[config.mk]
export PLATFORM = sky130hd
export DESIGN_NAME = lcc_exec
export DESIGN_NICKNAME = d
export VERILOG_FILES = /design/src/lcc_pkg.sv /design/src/lcc_ram.sv /design/src/lcc_stack.sv /design/src/lcc_exec.sv
export SDC_FILE = /design/constraint.sdc
export NUM_CORES = 1
export LEC_CHECK = 0
export BUFFER_PORTS_ARGS = -buffer_cell sky130_fd_sc_hd__buf_2
export CORE_ASPECT_RATIO = 1.5
export CORE_MARGIN = 2
export CORE_UTILIZATION = 50
export DETAILED_ROUTE_END_ITERATION = 8
export GPL_TIMING_DRIVEN = 0
export PLACE_DENSITY = 0.69
export SLEW_MARGIN = 30
export SYNTH_ARGS = -nofsm -noshare
export SYNTH_HDL_FRONTEND = slang
export SYNTH_SLANG_ARGS = --single-unit
[constraint.sdc]
create_clock -name ref_clk -period 7 [get_ports ref_clk]
set_clock_uncertainty 0.15 [all_clocks]
set_input_delay 0 -clock ref_clk [delete_from_list [all_inputs] [get_ports ref_clk]]
set_output_delay 0 -clock ref_clk [all_outputs]
set_load 0.005 [all_outputs]
[src/lcc_pkg.sv]
/*
  Shared constants and types for the logic, clear and complement execution unit.
  Assumes a single 250 MHz core clock and an 8-bit data path.
*/
`default_nettype none
package lcc_pkg;

  // data path widths
  localparam int DATA_W      = 8;
  localparam int NIB_W       = 4;
  localparam int ADDR_W      = 7;
  localparam int PC_W        = 11;
  localparam int BIT_SEL_W   = 3;
  localparam int WDT_W       = 8;
  localparam int OP_W        = 4;

  // storage sizes
  localparam int MEM_WORDS   = 96;
  localparam int STACK_DEPTH = 4;

  // reset values and fixed byte, count and step constants
  localparam logic [DATA_W-1:0] ACC_RST  = 8'h00;
  localparam logic [PC_W-1:0]   PC_RST   = 11'h000;
  localparam logic [WDT_W-1:0]  WDT_ZERO = 8'h00;
  localparam logic [WDT_W-1:0]  WDT_LAST = 8'hFF;
  localparam logic [DATA_W-1:0] BYTE_ZERO = 8'h00;
  localparam logic [DATA_W-1:0] BYTE_ONE  = 8'h01;
  localparam logic [PC_W-1:0]   PC_STEP   = 11'h001;

  // decimal adjust figures
  localparam logic [NIB_W:0]   BCD_MAX  = 5'h09;
  localparam logic [NIB_W-1:0] BCD_FIX  = 4'h6;

  // operations of this group
  typedef enum logic [OP_W-1:0] {
    LCC_OP_AND_MEM,
    LCC_OP_AND_IMM,
    LCC_OP_AND_INTO_MEM,
    LCC_OP_CALL,
    LCC_OP_CLR_BYTE,
    LCC_OP_CLR_BIT,
    LCC_OP_WDT_CLR,
    LCC_OP_WDT_PRE1,
    LCC_OP_WDT_PRE2,
    LCC_OP_CPL,
    LCC_OP_COMPLEMENT_TO_ACCUMULATOR_OP,
    LCC_OP_DAA,
    LCC_OP_DEC,
    LCC_OP_DECREMENT_TO_ACCUMULATOR_OP
  } lcc_op_e;

endpackage : lcc_pkg
`default_nettype wire

[src/lcc_ram.sv]
/*
  Data memory: one write port, one read port with registered read data.
  Assumes addresses below WORDS; higher addresses read the last value and do not write.
*/
`timescale 1ns/100ps
`default_nettype none
module lcc_ram
  import lcc_pkg::*;
#(
  parameter int WORDS = MEM_WORDS
) (
  // clock
  input  wire logic              ref_clk,
  // read port
  input  wire logic [ADDR_W-1:0] rd_addr,
  output var  logic [DATA_W-1:0] rd_data,
  // write port
  input  wire logic              wr_en,
  input  wire logic [ADDR_W-1:0] wr_addr,
  input  wire logic [DATA_W-1:0] wr_data
);

  logic [DATA_W-1:0] mem [WORDS];

  // storage write and registered read
  always_ff @(posedge ref_clk) begin
    if (wr_en && (int'(wr_addr) < WORDS)) begin
      mem[wr_addr] <= wr_data;
    end
    if (int'(rd_addr) < WORDS) begin
      rd_data <= mem[rd_addr];
    end
  end

endmodule : lcc_ram
`default_nettype wire

[src/lcc_stack.sv]
/*
  Return address stack, push only, wrapping after DEPTH entries.
  Assumes push arrives as a one-cycle pulse from the core clock domain.
*/
`timescale 1ns/100ps
`default_nettype none
module lcc_stack
  import lcc_pkg::*;
#(
  parameter int DEPTH = STACK_DEPTH
) (
  // clock and reset
  input  wire logic            ref_clk,
  input  wire logic            nrst,
  // push side
  input  wire logic            push,
  input  wire logic [PC_W-1:0] push_data,
  // observation
  output var  logic [PC_W-1:0] top_data
);

  typedef struct packed {
    logic [DEPTH-1:0][PC_W-1:0]  slot;
    logic [$clog2(DEPTH)-1:0]    ptr;
    logic [PC_W-1:0]             top;
  } lcc_stack_s;

  lcc_stack_s st_reg;
  lcc_stack_s st_next;

  // push writes the slot and moves the pointer
  always_comb begin
    st_next = st_reg;
    if (push) begin
      st_next.slot[st_reg.ptr] = push_data;
      st_next.ptr              = st_reg.ptr + 1'b1;
      st_next.top              = push_data;
    end
  end

  always_ff @(posedge ref_clk or negedge nrst) begin
    if (!nrst) begin
      st_reg <= '0;
    end else begin
      st_reg <= st_next;
    end
  end

  assign top_data = st_reg.top;

endmodule : lcc_stack
`default_nettype wire

[src/lcc_exec.sv]
/*
  Execution unit for the AND, call, clear, watchdog clear, complement, decimal
  adjust and decrement operations of an 8-bit core.
  Assumes all inputs come from logic on ref_clk; one operation is taken while idle.
*/
// Behaviour
// - AND memory byte into accumulator, result in accumulator.
// - AND immediate constant into accumulator, result in accumulator.
// - AND accumulator with memory byte, result back to memory.
// - Call pushes program counter plus one, then loads target address.
// - Byte clear writes zero to the addressed memory byte.
// - Bit clear zeroes only the selected bit of the memory byte.
// - Watchdog clear zeroes count and clears powerdown and timeout flags.
// - Preclear clears count and both flags only after both preclear operations ran.
// - First preclear alone only records itself; count and flags unchanged.
// - Second preclear alone only records itself; count and flags unchanged.
// - Complement in place inverts the memory byte and writes it back.
// - Complement to accumulator loads inverted byte; memory stays unchanged.
// - Low nibble above nine or half carry: add six, adjust carry inverse.
// - High nibble plus adjust carry above nine or carry: add six, set carry.
// - Decimal adjust writes memory only and changes only the carry flag.
// - Decrement in place writes memory byte minus one back.
// - Decrement to accumulator loads byte minus one; memory unchanged.
// - AND operations update zero flag only; other arithmetic flags untouched.
// - Incomplete preclear keeps timeout and powerdown flags as they were.
`timescale 1ns/100ps
`default_nettype none
module lcc_exec
  import lcc_pkg::*;
#(
  parameter int MEM_SIZE  = MEM_WORDS,
  parameter int STK_DEPTH = STACK_DEPTH
) (
  // clock and reset
  input  wire logic                 ref_clk,
  input  wire logic                 nrst,
  // operation request
  input  wire logic                 op_valid,
  input  wire logic [OP_W-1:0]      op_code,
  input  wire logic [ADDR_W-1:0]    op_addr,
  input  wire logic [DATA_W-1:0]    op_imm,
  input  wire logic [BIT_SEL_W-1:0] op_bit,
  input  wire logic [PC_W-1:0]      op_target,
  // memory preload
  input  wire logic                 load_wr_en,
  input  wire logic [ADDR_W-1:0]    load_addr,
  input  wire logic [DATA_W-1:0]    load_data,
  // watchdog events
  input  wire logic                 wdt_tick,
  input  wire logic                 halt_req,
  // operation status
  output logic                      busy,
  output logic                      done,
  output logic [DATA_W-1:0]         result_data,
  // core state
  output logic [DATA_W-1:0]         acc,
  output logic [PC_W-1:0]           pc,
  output logic [PC_W-1:0]           stack_top,
  // status flags
  output logic                      zero_flag,
  output logic                      carry_flag,
  output logic                      half_carry_flag,
  output logic                      overflow_flag,
  // watchdog state
  output logic [WDT_W-1:0]          watchdog_count,
  output logic                      timeout_flag,
  output logic                      powerdown_flag,
  output logic                      preclear_first_seen,
  output logic                      preclear_second_seen
);

  typedef enum logic {
    LCC_IDLE,
    LCC_EXEC
  } lcc_state_e;

  typedef struct packed {
    lcc_state_e           state;
    lcc_op_e              op;
    logic [ADDR_W-1:0]    addr;
    logic [DATA_W-1:0]    imm;
    logic [BIT_SEL_W-1:0] bsel;
    logic [PC_W-1:0]      target;
    logic                 busy;
    logic                 done;
    logic [DATA_W-1:0]    result;
    logic [DATA_W-1:0]    acc;
    logic [PC_W-1:0]      pc;
    logic                 z;
    logic                 c;
    logic                 ac;
    logic                 ov;
    logic [WDT_W-1:0]     wdt;
    logic                 to;
    logic                 pd;
    logic                 pre1;
    logic                 pre2;
  } lcc_exec_s;

  lcc_exec_s st_reg;
  lcc_exec_s st_next;

  // memory and stack hookup
  logic [DATA_W-1:0] mem_rd_data;
  logic [ADDR_W-1:0] mem_rd_addr;
  logic              mem_wr_en;
  logic [ADDR_W-1:0] mem_wr_addr;
  logic [DATA_W-1:0] mem_wr_data;
  logic              stk_push;
  logic              take_op;

  // zero test shared by every zero flag update
  function automatic logic is_zero(input logic [DATA_W-1:0] v);
    is_zero = (v == BYTE_ZERO);
  endfunction : is_zero

  // decimal adjust of the accumulator; returns {carry, byte}
  function automatic logic [DATA_W:0] bcd_adjust(
    input logic [DATA_W-1:0] a,
    input logic              hc,
    input logic              cy
  );
    logic [NIB_W-1:0] lo;
    logic             adj;
    logic [NIB_W:0]   hi_sum;
    logic [NIB_W-1:0] hi;
    logic             cy_out;
    lo     = a[NIB_W-1:0];
    adj    = 1'b0;
    cy_out = cy;
    if (({1'b0, a[NIB_W-1:0]} > BCD_MAX) || hc) begin
      lo  = a[NIB_W-1:0] + BCD_FIX;
      adj = ~hc;
    end
    hi_sum = {1'b0, a[DATA_W-1:NIB_W]} + {{NIB_W{1'b0}}, adj};
    hi     = hi_sum[NIB_W-1:0];
    if ((hi_sum > BCD_MAX) || cy) begin
      hi     = hi_sum[NIB_W-1:0] + BCD_FIX;
      cy_out = 1'b1;
    end
    bcd_adjust = {cy_out, hi, lo};
  endfunction : bcd_adjust

  // operand read is issued in the cycle the operation is taken
  assign take_op     = op_valid && (st_reg.state == LCC_IDLE);
  assign mem_rd_addr = op_addr;

  // next state of the whole unit
  always_comb begin
    logic [DATA_W-1:0] m;
    logic [DATA_W-1:0] r;
    logic [DATA_W:0]   d;
    logic              wr;
    logic              clr_wd;
    logic              push;
    m      = mem_rd_data;
    r      = BYTE_ZERO;
    d      = '0;
    wr     = 1'b0;
    clr_wd = 1'b0;
    push   = 1'b0;
    st_next      = st_reg;
    st_next.done = 1'b0;

    case (st_reg.state)
      LCC_IDLE: begin
        if (take_op) begin
          st_next.state  = LCC_EXEC;
          st_next.op     = lcc_op_e'(op_code);
          st_next.addr   = op_addr;
          st_next.imm    = op_imm;
          st_next.bsel   = op_bit;
          st_next.target = op_target;
          st_next.busy   = 1'b1;
        end
      end
      LCC_EXEC: begin
        st_next.state = LCC_IDLE;
        st_next.busy  = 1'b0;
        st_next.done  = 1'b1;
        case (st_reg.op)
          LCC_OP_AND_MEM: begin
            r           = st_reg.acc & m;
            st_next.acc = r;
            st_next.z   = is_zero(r);
          end
          LCC_OP_AND_IMM: begin
            r           = st_reg.acc & st_reg.imm;
            st_next.acc = r;
            st_next.z   = is_zero(r);
          end
          LCC_OP_AND_INTO_MEM: begin
            r         = st_reg.acc & m;
            wr        = 1'b1;
            st_next.z = is_zero(r);
          end
          LCC_OP_CALL: begin
            push       = 1'b1;
            st_next.pc = st_reg.target;
          end
          LCC_OP_CLR_BYTE: begin
            r  = BYTE_ZERO;
            wr = 1'b1;
          end
          LCC_OP_CLR_BIT: begin
            r               = m;
            r[st_reg.bsel]  = 1'b0;
            wr              = 1'b1;
          end
          LCC_OP_WDT_CLR: begin
            clr_wd       = 1'b1;
            st_next.pre1 = 1'b0;
            st_next.pre2 = 1'b0;
          end
          LCC_OP_WDT_PRE1: begin
            if (st_reg.pre2) begin
              clr_wd       = 1'b1;
              st_next.pre1 = 1'b0;
              st_next.pre2 = 1'b0;
            end else begin
              st_next.pre1 = 1'b1;
            end
          end
          LCC_OP_WDT_PRE2: begin
            if (st_reg.pre1) begin
              clr_wd       = 1'b1;
              st_next.pre1 = 1'b0;
              st_next.pre2 = 1'b0;
            end else begin
              st_next.pre2 = 1'b1;
            end
          end
          LCC_OP_CPL: begin
            r         = ~m;
            wr        = 1'b1;
            st_next.z = is_zero(r);
          end
          LCC_OP_COMPLEMENT_TO_ACCUMULATOR_OP: begin
            r           = ~m;
            st_next.acc = r;
            st_next.z   = is_zero(r);
          end
          LCC_OP_DAA: begin
            d         = bcd_adjust(st_reg.acc, st_reg.ac, st_reg.c);
            r         = d[DATA_W-1:0];
            wr        = 1'b1;
            st_next.c = d[DATA_W];
          end
          LCC_OP_DEC: begin
            r         = m - BYTE_ONE;
            wr        = 1'b1;
            st_next.z = is_zero(r);
          end
          LCC_OP_DECREMENT_TO_ACCUMULATOR_OP: begin
            r           = m - BYTE_ONE;
            st_next.acc = r;
            st_next.z   = is_zero(r);
          end
          default: begin
            r = BYTE_ZERO;
          end
        endcase
        st_next.result = r;
        if (st_reg.op != LCC_OP_CALL) begin
          st_next.pc = st_reg.pc + PC_STEP;
        end
      end
      default: begin
        st_next.state = LCC_IDLE;
        st_next.busy  = 1'b0;
      end
    endcase

    // watchdog count runs on the divided tick and wraps into a timeout
    if (wdt_tick) begin
      st_next.wdt = st_reg.wdt + 1'b1;
    end
    if (clr_wd) begin
      st_next.wdt = WDT_ZERO;
      st_next.to  = 1'b0;
      st_next.pd  = 1'b0;
    end
    // a hardware set in the same cycle as a clear wins
    if (wdt_tick && (st_reg.wdt == WDT_LAST)) begin
      st_next.to = 1'b1;
    end
    if (halt_req) begin
      st_next.pd = 1'b1;
      st_next.to = 1'b0;
    end

    mem_wr_en   = 1'b0;
    mem_wr_addr = load_addr;
    mem_wr_data = load_data;
    if (wr) begin
      mem_wr_en   = 1'b1;
      mem_wr_addr = st_reg.addr;
      mem_wr_data = r;
    end else if (load_wr_en && (st_reg.state == LCC_IDLE) && !take_op) begin
      mem_wr_en   = 1'b1;                                 // preload only while idle
    end
    stk_push  = push;
  end

  // single state register
  always_ff @(posedge ref_clk or negedge nrst) begin
    if (!nrst) begin
      st_reg       <= '0;
      st_reg.state <= LCC_IDLE;
      st_reg.op    <= LCC_OP_AND_MEM;
      st_reg.acc   <= ACC_RST;
      st_reg.pc    <= PC_RST;
      st_reg.wdt   <= WDT_ZERO;
    end else begin
      st_reg <= st_next;
    end
  end

  // data memory with registered read
  lcc_ram #(
    .WORDS   (MEM_SIZE)
  ) u_ram (
    .ref_clk (ref_clk),
    .rd_addr (mem_rd_addr),
    .rd_data (mem_rd_data),
    .wr_en   (mem_wr_en),
    .wr_addr (mem_wr_addr),
    .wr_data (mem_wr_data)
  );

  // return stack takes the address of the next instruction
  lcc_stack #(
    .DEPTH     (STK_DEPTH)
  ) u_stack (
    .ref_clk   (ref_clk),
    .nrst      (nrst),
    .push      (stk_push),
    .push_data (st_reg.pc + PC_STEP),
    .top_data  (stack_top)
  );

  // outputs straight from the state register
  assign busy                 = st_reg.busy;
  assign done                 = st_reg.done;
  assign result_data          = st_reg.result;
  assign acc                  = st_reg.acc;
  assign pc                   = st_reg.pc;
  assign zero_flag            = st_reg.z;
  assign carry_flag           = st_reg.c;
  assign half_carry_flag      = st_reg.ac;
  assign overflow_flag        = st_reg.ov;
  assign watchdog_count       = st_reg.wdt;
  assign timeout_flag         = st_reg.to;
  assign powerdown_flag       = st_reg.pd;
  assign preclear_first_seen  = st_reg.pre1;
  assign preclear_second_seen = st_reg.pre2;

endmodule : lcc_exec
`default_nettype wire

==> run_results.csv <==
group,metric,value,unit
synth,yosys.area.top_type_share,0.655,
cells_and_area,nNetsFinal,2340,
setup_path,critical_path_class,"reg -> reg",
die,ios,110,
clock_tree,cts.sinks,864,
synth,synth_flop_cell,"edfxtp_1",
setup_path,crit_required,7230,ps
clock_tree,cts_buffers,81,
timing,fin_hold_ws,24.3,ps
global_route,grt_usage,0.263,
drt,wire_per_inst,29.3,um
cells_and_area,multi_input_area,9300,um^2
clock_tree,post-cts-setup-buffer-count,0,
placed_design,gp_congestion,0.955,
die,rows,119,
global_route,antenna_found_initial,6,
timing,slew_headroom,0.311,
die,die_width,222,um
cells_and_area,fin_util,0.591,
cells_and_area,area_growth,16.7,%
drt,drtPass1Iterations,7,
cells_and_area,final_common_cell,"edfxtp_1",
clock_tree,root_buffer,"clkbuf_16",
cells_and_area,final_cell_mix,"edfxtp_1 (776), mux4_2 (205), nor2_1 (155)",
timing,period_needed,4460,ps
placed_design,port_buffers,104,
setup_path,critPathLaunchType,"flip-flop",
synth,yosys.area.top_type,"edfxtp_1",
synth,synth_xor_area_frac,0.00517,
synth,async_reset_ff_frac,0.102,
synth,yosys_register_bits,864,
clock_tree,clkTransAtPathRegs,70,ps
synth,netlist_instances,1989,
timing,worst-slew-pin-transition,1030,ps
synth,syn_area,35600,um^2
placed_design,place_hpwl,66600,um
global_route,grt_max_degree,64,
cells_and_area,largest_reg_flops,768,
global_route,overflow,0,
setup_path,end_kind,"flip-flop",
clock_tree,hold_buffers,71,
timing,setup_viol,0,
drt,ant_nets,0,
global_route,grt_pass1_vias,20710,
cells_and_area,drive_above_1_share,0.274,
clock_tree,post_cts_resized,0,
timing,finalHoldViolations,0,
die,coreArea,70300,um^2
drt,drc,0,
drt,dr_total_vias,20188,
clock_tree,clkLatencyLatePin,650,ps
global_route,grt_first_pass_wirelength,139000,um
synth,synth_compound_area_frac,0.0445,
synth,yosys.area_share.simple,0.0522,
cells_and_area,fin_cells,3249,
cells_and_area,fillCellCount,5110,
power_and_ir_drop,p_leak,13.9,nW
timing,final.period_utilization,0.637,
synth,ys_warn_count,0,
synth,synth_top_family_by_area,"multiplexers",
run_status,status,"complete, no violations",
synth,synthAdderAreaFrac,0.00316,
synth,synthMuxAreaShare,0.152,
die,fp.dieH,331,um
die,die_area,73400,um^2
timing,final_max_slew_viol_count,0,
clock_tree,clk_path_buf_depth,3,
timing,max_clock_freq,224,MHz
timing,rsz0062_at_grt,"no",
synth,synth_cell_types,70,
power_and_ir_drop,ir_drop,0.176,mV
run,drv_cap,0,
clock_tree,h-tree-depth,3,
drt,finalWirelength,95200,um
die,start_util,0.507,
placed_design,dp.cells,3030,
clock_tree,cts_tree,"done",
synth,syn_avg_cell_area,17.9,um^2
min_path,min_path_type,"in -> reg",
drt,drt_iter0_drc,2247,
drt,vias_per_cell,6.21,
synth,seq_area_frac_synth,0.716,
synth,synth_area_leaders,"edfxtp_1 (65%), mux4_2 (13%), dfrtp_1 (6.2%), nor2_1 (1.8%), mux2_2 (1.3%)",
setup_path,critPathMaxFanout,33,
power_and_ir_drop,power.density,292,nW/um^2
setup_path,arrival,4690,ps
synth,synth_edf_count,776,
cells_and_area,register_area,25500,um^2
## per-layer routing
metal / vias to the layer above / track usage / wire length (um)
met1: 10438 / 0.296 / 32900
met4: 8 / 0.139 / 5090
met5: - / 0 / 55
met3: 244 / 0.0509 / 6760
li1: 8499 / - / -
met2: 999 / 0.476 / 50400
## kinds of logic after synthesis
| group | after synthesis |
|---|---|
| AO/OA/AOI/OAI | 245 |
| XOR/XNOR | 21 |
| adder cells (fa/ha/maj) | 9 |
| buffers and inverters | 164 |
| flip-flops | 864 |
| multiplexers | 278 |
| other | 1 |
| AND/OR/NAND/NOR | 407 |
## layout make-up
cell class              count  area share
repair buffers            204      0.0478
diodes                      2    0.000120
plain buffers             139      0.0201
clock buffers             101      0.0516
clock inverters            45      0.0134
well taps                 907      0.0273
multi-input cells         962       0.224
flip-flops and latches    864       0.614
inverters                  25     0.00226
## worst paths after layout
| kind | end | slack (ps) | depth (start not counted) | from |
|---|---|---|---|---|
| max in group asynchronous | zero_flag | 5860 | 5 | nrst |
| hold / removal | u_ram.mem[69][1] | 20 | 5 | load_addr[0] |
| setup / recovery | u_ram.mem[54][7] | 2540 | 14 | acc[3] |
| setup reg to reg | u_ram.mem[54][7] | 2540 | 14 | acc[3] |
| min in group asynchronous | pc[1] | 250 | 4 | nrst |
| hold reg to reg | done | 290 | 0 | st_reg[78] |
## synthesized netlist by cell type, types with 3 or more instances
master,count
mux2i_2,3
o31ai_1,4
clkbuf_1,39
o311ai_0,3
nand2b_1,25
and2_1,4
o21ai_1,5
o22a_1,3
xnor2_1,12
ha_1,9
a22o_1,7
a31oi_1,5
a221oi_1,10
and3_1,6
o211ai_1,3
buf_1,10
a22oi_1,17
o22ai_1,35
a21oi_1,35
mux2_2,41
nand2_2,8
xor2_1,9
or3b_2,5
mux4_2,205
buf_6,10
buf_2,25
nand4_1,8
edfxtp_1,776
nand3b_1,3
inv_1,25
nor2b_1,16
a211oi_1,8
or2_2,4
nor2_1,166
nand2_1,95
o21ai_0,78
dfrtp_1,88
a2111oi_0,3
o221ai_1,7
buf_4,55
nand3_1,35
mux2i_1,28
nor3_1,21
## critical path, stage by stage, from the launching register on
cell and delay (ps):
dfrtp_1 350, clkbuf_1 360, inv_1 110, nor2_1 180, ha_1 230, ha_1 290, or2_2 330, a22o_1 190
a221oi_1 260, nor3_1 110, o41ai_1 670, o21ai_4 310, buf_16 260, buf_16 170, buf_16 180
## power by group
part / total, mW / internal (mW) / switching (mW) / leakage (nW)
sequential: 6.05 / 5.88 / 0.173 / 8.10
clock: 4.51 / 2.60 / 1.91 / 1.32
combinational: 1.55 / 0.666 / 0.886 / 4.50
total: 12.1 / 9.14 / 2.97 / 13.9
## per-stage QoR
stage | setup slack (ps) | setup TNS, ps | power (mW) | area (um^2)
after global routing | 2280 | 0 | 12.5 | 41500
final | 2540 | 0 | 12.1 | 41600
after CTS | 2550 | 0 | 12.2 | 41500
after global placement | -5090 | -2467620 | 7.56 | 37300
after floorplan | 249 | 0 | 7.00 | 35600
after detailed placement | 2590 | 0 | 7.66 | 38100
Power figures use the tool's default switching activity.
